`config.mk`:
```
export PLATFORM = sky130hd
export DESIGN_NAME = tec_timer
export DESIGN_NICKNAME = d
export VERILOG_FILES = /design/src/common/tec_pkg.sv /design/src/common/tec_edge_if.sv /design/src/design/tec_timer.sv /design/src/design/tec_edge_det.sv
export SDC_FILE = /design/constraint.sdc
export NUM_CORES = 1
export LEC_CHECK = 0
export BUFFER_PORTS_ARGS = -buffer_cell sky130_fd_sc_hd__buf_2
export CAP_MARGIN = 20
export CORE_UTILIZATION = 43
export DETAILED_ROUTE_END_ITERATION = 10
export GPL_TIMING_DRIVEN = 1
export HOLD_SLACK_MARGIN = 0.1
export PLACE_DENSITY = 0.66
export SLEW_MARGIN = 15
export SYNTH_ARGS = -nofsm -noshare
export SYNTH_HDL_FRONTEND = slang
export SYNTH_SLANG_ARGS = --single-unit
```
`constraint.sdc`:
```
create_clock -name aclk -period 4.75 [get_ports aclk]
set_clock_uncertainty 0.2 [all_clocks]
set_input_delay 0 -clock aclk [delete_from_list [all_inputs] [get_ports aclk]]
set_output_delay 0 -clock aclk [all_outputs]
set_load 0.01 [all_outputs]
```
`src/common/tec_pkg.sv`:
```
package tec_pkg;
  // register byte offsets on the axi4-lite bus
  localparam logic [7:0] TEC_OFF_COUNT = 8'h00;
  localparam logic [7:0] TEC_OFF_CC1 = 8'h04;
  localparam logic [7:0] TEC_OFF_CC2 = 8'h08;
  localparam logic [7:0] TEC_OFF_MODE = 8'h0c;
  localparam logic [7:0] TEC_OFF_CCCTL = 8'h10;
  localparam logic [7:0] TEC_OFF_PRESC = 8'h14;
  localparam logic [7:0] TEC_OFF_IRQST = 8'h18;
  localparam logic [7:0] TEC_OFF_IRQMSK = 8'h1c;
  // mode register fields
  localparam int TEC_MODE_OVF_BIT = 0;
  localparam int TEC_MODE_OP_LO = 2;
  localparam int TEC_MODE_OP_HI = 3;
  // capture/compare control fields
  localparam int TEC_CC1_CAP_BIT = 0;
  localparam int TEC_CC1_SRC_BIT = 1;
  localparam int TEC_CC2_CAP_BIT = 2;
  // prescaler mode fields: primary edge select, secondary edge select, clock source select
  localparam int TEC_ES0_LO = 4;
  localparam int TEC_ES1_LO = 6;
  localparam int TEC_CLKSEL_LO = 0;
  // interrupt status bits
  localparam int TEC_IRQ_M1 = 0;
  localparam int TEC_IRQ_M2 = 1;
  localparam int TEC_IRQ_OVF = 2;
  localparam int TEC_IRQ_W = 3;
  // edge select codes
  localparam logic [1:0] TEC_ES_FALL = 2'h0;
  localparam logic [1:0] TEC_ES_RISE = 2'h1;
  localparam logic [1:0] TEC_ES_BOTH = 2'h3;
  // count clock sources
  localparam logic [1:0] TEC_CLK_SYS = 2'h0;
  localparam logic [1:0] TEC_CLK_DIV = 2'h1;
  localparam logic [1:0] TEC_CLK_EXT = 2'h2;
  localparam logic [15:0] TEC_CNT_ZERO = 16'h0000;
  localparam logic [15:0] TEC_CNT_MAX = 16'hffff;
  localparam logic [1:0] TEC_RESP_OK = 2'h0;
  localparam logic [1:0] TEC_RESP_ERR = 2'h2;
  typedef enum logic [1:0] {TEC_STOP, TEC_FREE, TEC_CLR_EDGE, TEC_CLR_MATCH}
    tec_mode_t;
endpackage : tec_pkg

```
`src/common/tec_edge_if.sv`:
```
`timescale 1ns/1ns
`default_nettype none
// edge events of one synchronised trigger pin
interface tec_edge_if;
  logic rise; // one-cycle pulse on rising edge
  logic fall; // one-cycle pulse on falling edge
  modport src (output rise, fall);
  modport dst (input rise, fall);
endinterface : tec_edge_if
`default_nettype wire

```
`src/design/tec_timer.sv`:
```
// Decided for this implementation: the AXI4-Lite slave port and the placing of the registers.
`timescale 1ns/1ns
`default_nettype none
// Notes on behaviour
// - read-only 16-bit counter, counts selected clock
// - read while running returns instant value
// - reset forces counter to zero
// - both upper mode bits zero clears counter
// - edge-clear mode zeroes on primary trigger edge
// - match-clear mode zeroes on first compare match
// - control bit 0 selects capture or compare
// - compare match raises first match interrupt
// - first register sets interval period
// - capture trigger from primary or secondary edge
// - edge code 00 fall, 01 rise, 11 both
// - primary-triggered first capture uses opposite edge
// - counting runs while any upper bit set
// - mode field: stop, free, edge-clear, match-clear
// - overflow flag on wrap from all ones
// - second register compare raises own interrupt
module tec_timer
  import tec_pkg::*;
#(
  parameter int DIV_W = 4 // width of the internal prescale divider
) (
  input wire logic aclk, // system clock 10 MHz
  input wire logic aresetn, // synchronous reset, low
  input wire logic [31:0] s_axi_awaddr, // write address
  input wire logic s_axi_awvalid, // write address valid
  output logic s_axi_awready, // write address ready
  input wire logic [31:0] s_axi_wdata, // write data
  input wire logic [3:0] s_axi_wstrb, // write strobes
  input wire logic s_axi_wvalid, // write data valid
  output logic s_axi_wready, // write data ready
  output logic [1:0] s_axi_bresp, // write response
  output logic s_axi_bvalid, // write response valid
  input wire logic s_axi_bready, // write response ready
  input wire logic [31:0] s_axi_araddr, // read address
  input wire logic s_axi_arvalid, // read address valid
  output logic s_axi_arready, // read address ready
  output logic [31:0] s_axi_rdata, // read data
  output logic [1:0] s_axi_rresp, // read response
  output logic s_axi_rvalid, // read data valid
  input wire logic s_axi_rready, // read data ready
  input wire logic primary_trigger_input, // first trigger pin
  input wire logic secondary_trigger_input, // second trigger pin
  output logic irq // level interrupt
);
  //////////////////////////////////////////////////////////////////////////
  // registers
  logic [15:0] timer_count_value_q; // the counter
  logic [15:0] capture_compare_first_q; // first capture/compare
  logic [15:0] capture_compare_second_q; // second capture/compare
  logic [3:0] timer_mode_control_q; // op mode bits and overflow flag
  logic [2:0] capture_compare_control_q; // capture selects
  logic [7:0] prescaler_mode_control_q; // edge selects, clock source
  logic [TEC_IRQ_W-1:0] irq_stat_q; // sticky events
  logic [TEC_IRQ_W-1:0] irq_mask_q; // interrupt enables
  logic [DIV_W-1:0] div_q; // prescale divider
  tec_mode_t mode; // decoded operating mode
  logic running; // counter enabled
  logic tick; // count clock enable
  logic ext_tick; // rising primary edge as event clock
  logic hold; // count held off for a read
  logic cnt_en; // increment this cycle
  logic m1, m2; // compare matches
  logic wrap; // increment from all ones
  logic clr_edge, clr_match; // clear causes
  logic cap1, cap2; // capture strobes
  logic prim_valid, sec_valid; // valid edges per select field
  logic prim_opp; // opposite edge of primary select
  logic wr_go, rd_go; // bus accesses taken this cycle
  logic [7:0] wa, ra; // byte addresses in use
  logic [31:0] rd_d; // read mux
  logic rd_err; // unmapped read
  logic [TEC_IRQ_W-1:0] ev; // new events
  logic clr_stat; // status read clears
  logic wr_mode; // mode register written
  logic stop_wr; // write that stops the counter
  logic [31:0] wd_q; // write data held until it is applied
  logic wstb_q; // low-lane strobe held with the data

  tec_edge_if prim_ev ();
  tec_edge_if sec_ev ();

  // the trigger pins are synchronised before any edge is used
  tec_edge_det u_prim (
    .aclk(aclk),
    .aresetn(aresetn),
    .pin(primary_trigger_input),
    .ev(prim_ev.src)
  );
  tec_edge_det u_sec (
    .aclk(aclk),
    .aresetn(aresetn),
    .pin(secondary_trigger_input),
    .ev(sec_ev.src)
  );

  // decide whether an edge pair matches a two-bit select code
  function automatic logic edge_hit(input logic [1:0] sel,
                                    input logic r, input logic f);
    case (sel)
      TEC_ES_FALL: edge_hit = f;
      TEC_ES_RISE: edge_hit = r;
      TEC_ES_BOTH: edge_hit = r | f;
      default: edge_hit = 1'b0; // forbidden code does nothing
    endcase
  endfunction : edge_hit

  //////////////////////////////////////////////////////////////////////////
  // mode decode and count enable
  always_comb begin
    case (timer_mode_control_q[TEC_MODE_OP_HI:TEC_MODE_OP_LO])
      2'h0: mode = TEC_STOP;
      2'h1: mode = TEC_FREE;
      2'h2: mode = TEC_CLR_EDGE;
      default: mode = TEC_CLR_MATCH;
    endcase
  end
  assign running = (mode != TEC_STOP);

  assign prim_valid = edge_hit(
    prescaler_mode_control_q[TEC_ES0_LO+:2], prim_ev.rise, prim_ev.fall);
  assign sec_valid = edge_hit(
    prescaler_mode_control_q[TEC_ES1_LO+:2], sec_ev.rise, sec_ev.fall);
  // opposite edge: falling select captures on rise and vice versa
  assign prim_opp =
    (prescaler_mode_control_q[TEC_ES0_LO+:2] == TEC_ES_FALL) ? prim_ev.rise :
    (prescaler_mode_control_q[TEC_ES0_LO+:2] == TEC_ES_RISE) ? prim_ev.fall :
    1'b0;

  // rising count edge: every cycle, divider roll-over, or event pin
  assign ext_tick = prim_ev.rise;
  always_comb begin
    case (prescaler_mode_control_q[TEC_CLKSEL_LO+:2])
      TEC_CLK_SYS: tick = 1'b1;
      TEC_CLK_DIV: tick = &div_q;
      TEC_CLK_EXT: tick = ext_tick;
      default: tick = 1'b0;
    endcase
  end

  // a read of the counter takes its value this cycle; the hold keeps the
  // increment out of that cycle, and the tick is deferred, never dropped.
  // a count on every system clock leaves no gap to take a held tick back,
  // so there is no hold then: the read already takes the pre-edge value
  assign hold = rd_go && (ra == TEC_OFF_COUNT) &&
    (prescaler_mode_control_q[TEC_CLKSEL_LO+:2] != TEC_CLK_SYS);
  logic pend_q; // deferred tick
  always_ff @(posedge aclk) begin
    if (!aresetn) begin
      pend_q <= 1'b0;
    end else begin
      pend_q <= running & hold & (tick | pend_q);
    end
  end
  assign cnt_en = running & ~hold & (tick | pend_q);

  // divider for the slow count clock
  always_ff @(posedge aclk) begin
    if (!aresetn) begin
      div_q <= '0;
    end else begin
      div_q <= div_q + 1'b1;
    end
  end

  //////////////////////////////////////////////////////////////////////////
  // compare, clear and capture
  assign m1 = running & ~capture_compare_control_q[TEC_CC1_CAP_BIT]
    & (timer_count_value_q == capture_compare_first_q) & cnt_en;
  assign m2 = running & ~capture_compare_control_q[TEC_CC2_CAP_BIT]
    & (timer_count_value_q == capture_compare_second_q) & cnt_en;
  assign wrap = cnt_en & (timer_count_value_q == TEC_CNT_MAX);
  assign clr_edge = (mode == TEC_CLR_EDGE) & prim_valid;
  assign clr_match = (mode == TEC_CLR_MATCH) & m1;
  assign cap1 = capture_compare_control_q[TEC_CC1_CAP_BIT] & running &
    (capture_compare_control_q[TEC_CC1_SRC_BIT] ? sec_valid : prim_opp);
  assign cap2 = capture_compare_control_q[TEC_CC2_CAP_BIT] & running &
    prim_valid;
  assign wr_mode = wr_go && (wa == TEC_OFF_MODE);
  assign stop_wr = wr_mode && wstb_q &&
    (wd_q[TEC_MODE_OP_HI:TEC_MODE_OP_LO] == 2'h0);

  // the counter itself; software cannot write it
  always_ff @(posedge aclk) begin
    if (!aresetn) begin
      timer_count_value_q <= TEC_CNT_ZERO;
    end else if (!running || stop_wr) begin
      timer_count_value_q <= TEC_CNT_ZERO;
    end else if (clr_edge || clr_match) begin
      timer_count_value_q <= TEC_CNT_ZERO;
    end else if (cnt_en) begin
      timer_count_value_q <= timer_count_value_q + 1'b1;
    end
  end

  // first capture/compare: captures take the current count
  always_ff @(posedge aclk) begin
    if (!aresetn) begin
      capture_compare_first_q <= TEC_CNT_ZERO;
    end else if (cap1) begin
      capture_compare_first_q <= timer_count_value_q;
    end else if (wr_go && wa == TEC_OFF_CC1 && wstb_q) begin
      capture_compare_first_q <= wd_q[15:0];
    end
  end

  // second capture/compare
  always_ff @(posedge aclk) begin
    if (!aresetn) begin
      capture_compare_second_q <= TEC_CNT_ZERO;
    end else if (cap2) begin
      capture_compare_second_q <= timer_count_value_q;
    end else if (wr_go && wa == TEC_OFF_CC2 && wstb_q) begin
      capture_compare_second_q <= wd_q[15:0];
    end
  end

  // mode register; overflow flag set wins over a software clear
  always_ff @(posedge aclk) begin
    if (!aresetn) begin
      timer_mode_control_q <= 4'h0;
    end else begin
      if (wr_mode && wstb_q) begin
        timer_mode_control_q[3:1] <= wd_q[3:1];
        timer_mode_control_q[TEC_MODE_OVF_BIT] <=
          wd_q[TEC_MODE_OVF_BIT] | wrap;
      end else if (wrap) begin
        timer_mode_control_q[TEC_MODE_OVF_BIT] <= 1'b1;
      end
    end
  end

  // control registers
  always_ff @(posedge aclk) begin
    if (!aresetn) begin
      capture_compare_control_q <= 3'h0;
      prescaler_mode_control_q <= 8'h00;
      irq_mask_q <= '0;
    end else if (wr_go && wstb_q) begin
      if (wa == TEC_OFF_CCCTL) begin
        capture_compare_control_q <= wd_q[2:0];
      end else if (wa == TEC_OFF_PRESC) begin
        prescaler_mode_control_q <= wd_q[7:0];
      end else if (wa == TEC_OFF_IRQMSK) begin
        irq_mask_q <= wd_q[TEC_IRQ_W-1:0];
      end
    end
  end

  //////////////////////////////////////////////////////////////////////////
  // interrupts: sticky status, cleared by a read, new events win
  assign ev = {wrap, m2, m1};
  assign clr_stat = rd_go && (ra == TEC_OFF_IRQST);
  always_ff @(posedge aclk) begin
    if (!aresetn) begin
      irq_stat_q <= '0;
    end else begin
      irq_stat_q <= (clr_stat ? '0 : irq_stat_q) | ev;
    end
  end
  always_ff @(posedge aclk) begin
    if (!aresetn) begin
      irq <= 1'b0;
    end else begin
      irq <= |(((clr_stat ? '0 : irq_stat_q) | ev) & irq_mask_q);
    end
  end

  //////////////////////////////////////////////////////////////////////////
  // axi4-lite write: take address and data in either order, then respond
  logic aw_have_q, w_have_q; // halves held
  logic [7:0] aw_q; // latched address
  assign wr_go = aw_have_q & w_have_q & ~s_axi_bvalid;
  assign wa = aw_q;
  always_ff @(posedge aclk) begin
    if (!aresetn) begin
      aw_have_q <= 1'b0;
      w_have_q <= 1'b0;
      aw_q <= 8'h00;
      s_axi_bvalid <= 1'b0;
      s_axi_bresp <= TEC_RESP_OK;
    end else begin
      if (s_axi_awvalid && s_axi_awready) begin
        aw_have_q <= 1'b1;
        aw_q <= s_axi_awaddr[7:0];
      end
      if (s_axi_wvalid && s_axi_wready) begin
        w_have_q <= 1'b1;
      end
      if (wr_go) begin
        aw_have_q <= 1'b0;
        w_have_q <= 1'b0;
        s_axi_bvalid <= 1'b1;
        s_axi_bresp <= (aw_q > TEC_OFF_IRQMSK || aw_q[1:0] != 2'h0 ||
          aw_q == TEC_OFF_COUNT || aw_q == TEC_OFF_IRQST) ?
          TEC_RESP_ERR : TEC_RESP_OK;
      end else if (s_axi_bvalid && s_axi_bready) begin
        s_axi_bvalid <= 1'b0;
      end
    end
  end
  // the write data is held in the slave until the register updates
  assign s_axi_awready = ~aw_have_q & ~s_axi_bvalid;
  assign s_axi_wready = ~w_have_q & ~s_axi_bvalid;
  always_ff @(posedge aclk) begin
    if (!aresetn) begin
      wd_q <= 32'h0000_0000;
      wstb_q <= 1'b0;
    end else if (s_axi_wvalid && s_axi_wready) begin
      wd_q <= s_axi_wdata; // the master may move wdata once it is taken
      wstb_q <= s_axi_wstrb[0];
    end
  end

  // axi4-lite read: one cycle address to data
  assign rd_go = s_axi_arvalid & s_axi_arready;
  assign ra = s_axi_araddr[7:0];
  assign s_axi_arready = ~s_axi_rvalid;
  always_comb begin
    rd_d = 32'h0000_0000;
    rd_err = 1'b0;
    if (ra == TEC_OFF_COUNT) begin
      rd_d[15:0] = timer_count_value_q;
    end else if (ra == TEC_OFF_CC1) begin
      rd_d[15:0] = capture_compare_first_q;
    end else if (ra == TEC_OFF_CC2) begin
      rd_d[15:0] = capture_compare_second_q;
    end else if (ra == TEC_OFF_MODE) begin
      rd_d[3:0] = timer_mode_control_q;
    end else if (ra == TEC_OFF_CCCTL) begin
      rd_d[2:0] = capture_compare_control_q;
    end else if (ra == TEC_OFF_PRESC) begin
      rd_d[7:0] = prescaler_mode_control_q;
    end else if (ra == TEC_OFF_IRQST) begin
      rd_d[TEC_IRQ_W-1:0] = irq_stat_q;
    end else if (ra == TEC_OFF_IRQMSK) begin
      rd_d[TEC_IRQ_W-1:0] = irq_mask_q;
    end else begin
      rd_err = 1'b1;
    end
  end
  always_ff @(posedge aclk) begin
    if (!aresetn) begin
      s_axi_rvalid <= 1'b0;
      s_axi_rdata <= 32'h0000_0000;
      s_axi_rresp <= TEC_RESP_OK;
    end else if (rd_go) begin
      s_axi_rvalid <= 1'b1;
      s_axi_rdata <= rd_d;
      s_axi_rresp <= rd_err ? TEC_RESP_ERR : TEC_RESP_OK;
    end else if (s_axi_rvalid && s_axi_rready) begin
      s_axi_rvalid <= 1'b0;
    end
  end
endmodule : tec_timer
`default_nettype wire

```
`src/design/tec_edge_det.sv`:
```
`timescale 1ns/1ns
`default_nettype none
// two-flop synchroniser followed by an edge detector
module tec_edge_det
  import tec_pkg::*;
(
  input wire logic aclk, // system clock
  input wire logic aresetn, // synchronous reset, low
  input wire logic pin, // raw trigger pin
  tec_edge_if.src ev // edge pulses
);
  logic meta_q; // first stage, read only by sync_q
  logic sync_q; // second stage
  logic prev_q; // last synchronised level

  // synchronise the pin; the first stage feeds nothing else
  always_ff @(posedge aclk) begin
    if (!aresetn) begin
      meta_q <= 1'b0;
      sync_q <= 1'b0;
      prev_q <= 1'b0;
    end else begin
      meta_q <= pin;
      sync_q <= meta_q;
      prev_q <= sync_q;
    end
  end

  // each edge produces exactly one pulse
  assign ev.rise = sync_q & ~prev_q;
  assign ev.fall = ~sync_q & prev_q;
endmodule : tec_edge_det
`default_nettype wire

```
==> results.cfg, run 1 <==
[run_status]
status = finished, final reports clean

[floorplan]
fp.dieArea_um2 = 16200
initial_core_util_pct = 44.1
core_area_um2 = 15300
die_x_um = 127
rows = 45
chipHeight_um = 127
io_pins = 151

[timing]
rsz0062_at_grt = no
fin_crit_sh_pct = 63.3
worst_pin_slew_ns = 1.16
max_freq_mhz = 333
setup_viol = 0
relSlewSlack_pct = 22.1
finalCriticalPeriod_ns = 3.01
fin_hold_ws_ns = 0.114
drv_slew = 0
setup_slack_ns = 1.74
hold_violations = 0
fin_tns_setup_ns = 0

[logic_synthesis]
ys.flop_type = dfxtp_1
yosysUniqueCellTypes = 64
yosys-mux-area-fraction_pct = 7.04
ys_top_cells_by_area = dfxtp_1 38%, nand2_1 6.7%, mux2i_1 6.5%
synth_seq_area_share_pct = 38.0
synth_area_um2 = 6740
synth_xor_area_share_pct = 4.68
syn_avg_cell_area_um2 = 8.24
yosys_warnings = 0
synthSimpleGateAreaFrac_pct = 21.4
synth_seq_cells = 128
synthAdderAreaFrac_pct = 1.11
synth_compound_area_share_pct = 19.9
synth_top_area_share_pct = 38.0
synth_top_family_by_area = simple AND/OR/NAND/NOR gates
syn-instance-count = 817
async_reset_ff_share_pct = 0
synth-edff-count = 0
yosys.area.top_type = dfxtp_1

[global_routing]
grt_pass1_vias = 5890
grt_use_met3_pct = 5.28
use_met2_pct = 37.9
gr-max-usage-layer = met2
grt-ovfl-total = 0
grt_max_degree = 50
grtUsageTotal_pct = 24.6
antenna_found_initial = 0
grt_pass1_wl_mm = 30.7
use_met1_pct = 33.9

[finish]
fin_nets = 1024
fill_cells = 1399
synthToLayoutAreaGrowth_pct = 23.7
antenna_cells = 0
drive_gt1_share_pct = 12.7
final_cell_mix = 128 x dfxtp_1, 121 x nand2_1, 73 x dlygate4sd3_1, 65 x buf_2, 51 x a21oi_1
final_common_cell = dfxtp_1

[critical_path]
r2r_cells = 5
arrival_ns = 3.13
r2r_start = aw_q[1]
reg2reg_to = capture_compare_first_q[4]
worstSetupPathType = reg -> reg
crit_path_end_kind = flop
critPathMaxFanout = 16
startpoint_type = flop
r2r_slack_ns = 1.74
crit_required_ns = 4.88

[clock_tree]
ctsResizeCount = 0
clk_pin_slew_ns = 0.06
numCtsBuffers = 17
cts-root-buf = clkbuf_16
cts_tree = built
ctsLongestPathBuffers = 2
clock_latency_ns = 0.43
cts.sinks = 128
cts_setup_buffers = 0
htree_levels = 4

[placement]
portBuffers = 65
hpwlAfterDp_mm = 12.3
gp_congestion = 0.879
place_ws_ns = 1.70

[pwr]
ir_worst_vdd_uv = 251
p_leak_uw = 0.00316
power_density_nw_per_um2 = 324

[drt]
remaining_drc_errors = 0
wl_per_cell_um = 16.7
drtPass1Iterations = 7
routed_wirelength_mm = 18.9
ant_nets = 0
vias = 6309
vias_per_cell = 5.58
drt_iter0_drc = 603

[hold_path]
hold_class = in -> reg
min_from = s_axi_wvalid
hold_end = w_have_q
min_delay_path_depth = 3

[job]
drv_cap = 0
==> cell usage after synthesis, types with 9 or more instances <==
| library cell | n |
|---|---|
| or3_1 | 12 |
| inv_1 | 16 |
| nor3_1 | 9 |
| buf_4 | 21 |
| dfxtp_1 | 128 |
| a211oi_1 | 49 |
| xnor2_1 | 20 |
| nand2b_1 | 9 |
| clkbuf_1 | 51 |
| a21oi_1 | 51 |
| xor2_1 | 16 |
| mux2i_1 | 44 |
| or4_1 | 9 |
| nand2_1 | 121 |
| nand3_1 | 26 |
| a31oi_1 | 20 |
| o21ai_0 | 40 |
| nor2_1 | 43 |
==> report_power, final <==
group / switching, µW / internal, µW / leakage [µW]
combinational: 107 / 95.6 / 0.00183
clock: 475 / 897 / 0.000294
sequential: 25.4 / 1100 / 0.00104
total: 607 / 2090 / 0.00316
==> flip-flops by register name (all words and copies together) (netlist names), 3 cells and up <==
signal,flops
aw_q,8
capture_compare_control_q,3
capture_compare_first_q,16
capture_compare_second_q,16
div_q,4
irq_mask_q,3
irq_stat_q,3
prescaler_mode_control_q,8
s_axi_rdata,16
timer_count_value_q,16
timer_mode_control_q,4
wd_q,16
==> how the worst max path moves through the flow <==
stage,start,end,slack [ns],cells after the start
final,aw_q[1],capture_compare_first_q[4],1.74,5
after global routing,s_axi_rvalid,timer_mode_control_q[0],1.55,5
after CTS,s_axi_rvalid,timer_count_value_q[7],1.70,5
after detailed placement,s_axi_rvalid,timer_count_value_q[7],1.70,5
after global placement,s_axi_rvalid,timer_count_value_q[4],1.74,5
after floorplan,aw_q[1],capture_compare_first_q[6],2.60,7
==> metrics by stage <==
stage                     utilization (%)  total power, µW  instance area (µm²)  std cells
after floorplan                         -             1260                 6800        834
after global placement               45.7             1290                 6970       1027
after detailed placement             45.7             1290                 6970       1027
after CTS                            54.5             2700                 8320       1130
after global routing                 54.6             2780                 8330       1131
final                                54.6             2700                 8330       1131
==> cell families (layout without fill, tap and decap cells) <==
group,Yosys count,count (layout)
AO/OA/AOI/OAI,208,208
XOR/XNOR,36,36
adder cells (fa/ha/maj),6,6
buffers and inverters,107,193
flip-flops,128,128
multiplexers,47,47
other,1,18
AND/OR/NAND/NOR,284,284
==> worst max-delay path, cell delays in order, from the launching register on <==
cell	delay (ns)
dfxtp_1	0.31
or4_4	0.56
nor4b_4	0.35
nand3b_1	0.87
mux2i_1	0.32
a211oi_1	0.30
==> per-layer routing <==
metal  vias up  routed length [µm]
li1       3062                   -
met1      2968                8900
met2       256                8260
met3        23                1480
met4         0                 291
met5         -                   0
==> area by class of cell <==
| cell class | count | area [µm²] | area share [%] |
|---|---|---|---|
| Timing Repair Buffer | 145 | 1110 | 13.3 |
| Tap cell | 211 | 264 | 3.17 |
| Sequential cell | 128 | 2560 | 30.8 |
| Clock inverter | 10 | 161 | 1.94 |
| Clock buffer | 20 | 457 | 5.48 |
| Multi-Input combinational cell | 599 | 3710 | 44.5 |
| Inverter | 18 | 67.6 | 0.811 |
==> what timing repair did <==
| item | in CTS | in global routing |
|---|---|---|
| hold buffers | 73 | 0 |
| endpoints found under the setup margin | 0 | 0 |
| hold endpoints to repair | 71 | 0 |
Power figures use the tool's default switching activity.
==> run 2, diff against run 1 <==
==> constraint.sdc (replaced) <==
create_clock -name aclk -period 2.9 [get_ports aclk]
set_clock_uncertainty 0.2 [all_clocks]
set_input_delay 0 -clock aclk [delete_from_list [all_inputs] [get_ports aclk]]
set_output_delay 0 -clock aclk [all_outputs]
set_load 0.01 [all_outputs]
==> run 2 against run 1 <==
Against the previous run:
- hold slack improved by 0.0078 ns
- utilization increased by 1.8 points
- via count rose by 3.2%
- non-clock buffer count is 38 higher
- flip-flop and latch count stayed put
==> results.cfg, run 2 (synthesized netlist as in run 1, its figures left out) <==
[run_status]
status = finished, final reports clean

[pwr]
clkPwrFrac_pct = 48.2
seq_power_share_pct = 43.1
p_switching_uw = 965
p_int_uw = 3300
switching_share_pct = 22.6
power_density_nw_per_um2 = 495
p_leak_uw = 0.00336
combPwrFrac_pct = 8.8
ir_worst_vdd_uv = 432

[timing]
setup_viol = 0
relSlewSlack_pct = 55.8
finalCriticalPeriod_ns = 2.70
fin_hold_ws_ns = 0.122
hold_violations = 0
drv_slew = 0
fin_tns_setup_ns = 0
fin_crit_sh_pct = 93.1
worst_pin_slew_ns = 0.661
max_freq_mhz = 370
rsz0062_at_grt = no

[global_routing]
gr-max-usage-layer = met2
grt_pass1_vias = 6025
grt-ovfl-total = 0
use_met1_pct = 34.9
use_met2_pct = 39.7
grtUsageTotal_pct = 25.5
grt_max_degree = 47
grt_use_met3_pct = 5.78
grt_pass1_wl_mm = 31.6
antenna_found_initial = 0

[critical_path]
crit_required_ns = 3.06
startpoint_type = flop
crit_path_end_kind = flop
worstSetupPathType = reg -> reg
arrival_ns = 2.86
r2r_slack_ns = 0.20
critPathMaxFanout = 17

[drt]
drtPass1Iterations = 5
vias_per_cell = 5.57
vias = 6510
wl_per_cell_um = 17.0
remaining_drc_errors = 0
routed_wirelength_mm = 19.9
ant_nets = 0
drt_iter0_drc = 549

[clock_tree]
ctsLongestPathBuffers = 2
cts_tree = built
numCtsBuffers = 17
htree_levels = 4
cts-root-buf = clkbuf_16
cts_setup_buffers = 0
clk_pin_slew_ns = 0.06
cts.sinks = 128
clock_latency_ns = 0.42
ctsResizeCount = 0

[placement]
portBuffers = 65
dpl-instance-area_um2 = 7120
gp_congestion = 0.895
hpwlAfterDp_mm = 12.9

[finish]
final_core_util_pct = 56.4
drive_gt1_share_pct = 13.9
fin_nets = 1062
antenna_cells = 0
final_common_cell = dfxtp_1
synthToLayoutAreaGrowth_pct = 27.8
final_area_um2 = 8610
final_cell_mix = 128 x dfxtp_1, 121 x nand2_1, 92 x dlygate4sd3_1, 65 x buf_2, 51 x a21oi_1

[job]
drv_cap = 0

[floorplan]
fp.dieArea_um2 = 16200
core_area_um2 = 15300
chipHeight_um = 127
initial_core_util_pct = 44.1
io_pins = 151
rows = 45
die_x_um = 127

[hold_path]
hold_class = in -> reg
[run 2: cell count changes in the layout (fill, tap and decap cells not counted), moves of 2 or more]
cell / delta
buf_4: +19
bufinv_16: -2
clkbuf_1: +3
clkinvlp_4: -2
dlygate4sd3_1: +19
[run 2: layer usage]
metal  part of all wire, %  wire length (µm)
met5                     0                 0
met4                   1.7               329
met3                   7.9              1570
met2                    44              8790
met1                    46              9190
[run 2: area by class of cell]
cell class / instances / area [µm²]
fill: 1392 / 6650
sequential: 128 / 2560
inverter: 18 / 67.6
multi-input combinational: 599 / 3710
clock buffer: 24 / 482
timing repair buffer: 183 / 1440
tap: 211 / 264
clock inverter: 6 / 82.6
[run 2: timing repair]
action                                  CTS  global route
endpoints found under the hold margin    99             0
endpoints found under the setup margin    0             0
hold buffers                             92             0
[run 2: critical path, cell delays in order, from the launching register on]
cell           delay, ns
dfxtp_1             0.36
inv_1               0.15
and3_1              0.52
nand2_1             0.15
dlygate4sd3_1       0.58
a21oi_1             0.11
dlygate4sd3_1       0.56
[run 2: path summary, 6_finish.rpt]
check / startpoint / endpoint / cells past startpoint
hold / removal: s_axi_araddr[6] / s_axi_rdata[10] / 5
setup reg to reg: s_axi_bvalid / wd_q[5] / 6
hold reg to reg: s_axi_rdata[12] / s_axi_rdata[12] / 2
setup / recovery: s_axi_bvalid / wd_q[5] / 6
[run 2: metrics by stage]
step	cells	setup WS, ns	power [µW]
finish	1169	0.199	4270
global placement	1047	0.584	2130
CTS	1169	0.249	4280
detailed placement	1047	0.591	2130
floorplan	834	0.749	2060
global route	1169	0.00453	4400
[run 2: power groups by stage]
| stage | clock [µW] | sequential (µW) | combinational [µW] |
|---|---|---|---|
| after floorplan | 0 | 1860 | 198 |
| after global placement | 0 | 1870 | 257 |
| after detailed placement | 0 | 1870 | 259 |
| after CTS | 2080 | 1840 | 362 |
| after global routing | 2160 | 1840 | 406 |
| final | 2050 | 1840 | 373 |
==> run 3, diff against run 2 <==
--- a/config.mk
+++ b/config.mk
@@ -5,6 +5,7 @@
 export SDC_FILE = /design/constraint.sdc
 export NUM_CORES = 1
 export LEC_CHECK = 0
+export ABC_AREA = 1
 export BUFFER_PORTS_ARGS = -buffer_cell sky130_fd_sc_hd__buf_2
 export CAP_MARGIN = 20
 export CORE_UTILIZATION = 43
==> run 3 against run 2 <==
Against the previous run:
- wire length fell by 1.6%
- clock power rose by 11%
- first-iteration DRC count fell by 1.5%
- combinational power barely moved
- largest cell class unchanged
==> results.cfg, run 3 <==
[timing]
setup_viol = 0
relSlewSlack_pct = 50.5
fin_crit_sh_pct = 95.1
hold_violations = 0
finalCriticalPeriod_ns = 2.76
fin_tns_setup_ns = 0
max_freq_mhz = 362
worst_pin_slew_ns = 0.742
drv_slew = 0
setup_slack_ns = 0.141

[clock_tree]
ctsLongestPathBuffers = 2
cts-root-buf = clkbuf_16
clock_latency_ns = 0.43
numCtsBuffers = 17
clk_pin_slew_ns = 0.06
cts_tree = built
htree_levels = 4
cts.sinks = 128

[logic_synthesis]
syn-instance-count = 957
synth_seq_area_share_pct = 38.3
synth_top_area_share_pct = 38.3
synth_seq_cells = 128
yosys.area.top_type = dfxtp_1
yosysUniqueCellTypes = 38
yosys_warnings = 0
synth_area_um2 = 6700
async_reset_ff_share_pct = 0
yosysMostFrequentCell = nand2_1
ys_top_cells_by_area = dfxtp_1 38%, nand2_1 9.6%, nor2_1 7.3%
syn_avg_cell_area_um2 = 7.00
ys.flop_type = dfxtp_1
synth_common_cells = 171 x nand2_1, 131 x nor2_1, 128 x dfxtp_1, 102 x inv_1, 75 x o21ai_0
synth-edff-count = 0

[critical_path]
r2r_cells = 6
startpoint_type = input port
critPathMaxFanout = 78
r2r_start = s_axi_bvalid
cp_slowest_cell = dlygate4sd3_1
r2r_slack_ns = 0.23
reg2reg_to = aw_q[3]
cp_common_cell = dlygate4sd3_1
slowest_delay_ns = 0.65
path_cells = dlygate4sd3_1, buf_2, buf_4, o21ai_0, dlygate4sd3_1, a21oi_1, dlygate4sd3_1
crit_required_ns = 3.07
arrival_ns = 2.93
worstSetupPathType = in -> reg
crit_path_end_kind = flop

[floorplan]
die_x_um = 127
rows = 45
fp.dieArea_um2 = 16100
initial_core_util_pct = 44.1
io_pins = 151
core_area_um2 = 15200
chipHeight_um = 127

[placement]
place_ws_ns = 0.653
hpwlAfterDp_mm = 12.8
portBuffers = 65
gp_congestion = 0.896

[global_routing]
antenna_found_initial = 0
grt_pass1_vias = 6058
grt_max_degree = 79
grtUsageTotal_pct = 25.1
grt-ovfl-total = 0
grt_pass1_wl_mm = 31.0

[finish]
final_core_util_pct = 55.9
fill_cells = 1442
antenna_cells = 0
drive_gt1_share_pct = 13.7
synthToLayoutAreaGrowth_pct = 26.8
fin_nets = 1201
final_cell_mix = 171 x nand2_1, 131 x nor2_1, 128 x dfxtp_1, 102 x inv_1, 77 x dlygate4sd3_1
final_common_cell = nand2_1

[drt]
vias_per_cell = 5.21
ant_nets = 0
vias = 6703
drt_iter0_drc = 541
remaining_drc_errors = 0
drtPass1Iterations = 6
routed_wirelength_mm = 19.6
wl_per_cell_um = 15.2

[hold_path]
min_delay_path_depth = 7
min_from = s_axi_araddr[6]
hold_class = in -> reg
hold_end = s_axi_rdata[12]

[run_status]
status = finished, final reports clean

[job]
drv_cap = 0

[pwr]
p_leak_uw = 0.00342
power_density_nw_per_um2 = 533
ir_worst_vdd_uv = 372
p_total_uw = 4530
-- run 3: changes by cell type after synthesis, moves of 33 or more --
| cell | change |
|---|---|
| mux2i_1 | -44 |
| nand2_1 | +50 |
| inv_1 | +86 |
| a211oi_1 | -49 |
| nand3_1 | +33 |
| o21ai_0 | +35 |
| nor2_1 | +88 |
-- run 3: cell families after synthesis --
family | Yosys count | synth area share (%)
AOI/OAI and AO/OA | 201 | 16.4
xor gates and xnor gates | 35 | 4.58
adders and majority gates | 6 | 1.12
buffers and inverters | 169 | 11.2
DFF | 128 | 38.3
other | 1 | 0.0560
and+or+nand+nor | 417 | 28.4
-- run 3: timing repair --
| item | 4_1_cts | 5_1_grt |
|---|---|---|
| gates resized for setup | 0 | 1 |
| hold buffers | 77 | 0 |
| hold endpoints to repair | 88 | 0 |
| setup endpoints to repair | 0 | 5 |
| buffers inserted | 0 | 1 |
-- run 3: final cells by class --
class / count / area [µm²] / area share (%)
clock buffer: 24 / 512 / 6.03
clock inverter: 8 / 124 / 1.46
inverter: 108 / 405 / 4.77
multi-input combinational: 677 / 3450 / 40.7
sequential: 128 / 2560 / 30.2
tap: 188 / 235 / 2.77
timing repair buffer: 154 / 1200 / 14.1
-- run 3: metrics by stage --
stage	area (µm²)	hold slack [ns]	cells
detailed placement	7060	-0.00816	1177
floorplan	6760	-0.102	974
global placement	7060	-0.0168	1177
global route	8490	0.172	1287
CTS	8470	0.127	1286
finish	8490	0.155	1287
-- run 3: worst max path at each step --
stage,start,endpoint,slack [ns],depth (start not counted)
after detailed placement,div_q[0],timer_count_value_q[10],0.65,10
after CTS,s_axi_araddr[1],s_axi_rdata[2],0.13,11
after global routing,s_axi_araddr[2],s_axi_rdata[0],-0.03,14
after floorplan,u_prim.prev_q,capture_compare_second_q[9],1.04,9
after global placement,div_q[0],timer_count_value_q[6],0.68,12
final,aresetn,aw_q[3],0.14,7
-- run 3: where the power goes --
part / internal [µW] / switching, µW / total (µW) / leakage [µW]
logic: 173 / 204 / 376 / 0.00207
clock network: 1490 / 795 / 2280 / 0.000309
registers: 1810 / 53.2 / 1870 / 0.00104
-- run 3: worst max-delay path, delay by kind of cell --
kind                   cells  cell delay [ns]
buffers and inverters      5             2.43
AOI/OAI and AO/OA          2             0.45
-- run 3: layer usage --
| metal | up-vias | routed length [µm] | part of all wire [%] | GRT usage [%] |
|---|---|---|---|---|
| met5 | - | 0 | 0 | 0 |
| met4 | 0 | 586 | 3.0 | 11.2 |
| met3 | 52 | 1400 | 7.2 | 6.20 |
| met2 | 256 | 8750 | 45 | 38.7 |
| met1 | 3067 | 8830 | 45 | 33.0 |
| li1 | 3328 | - | - | - |
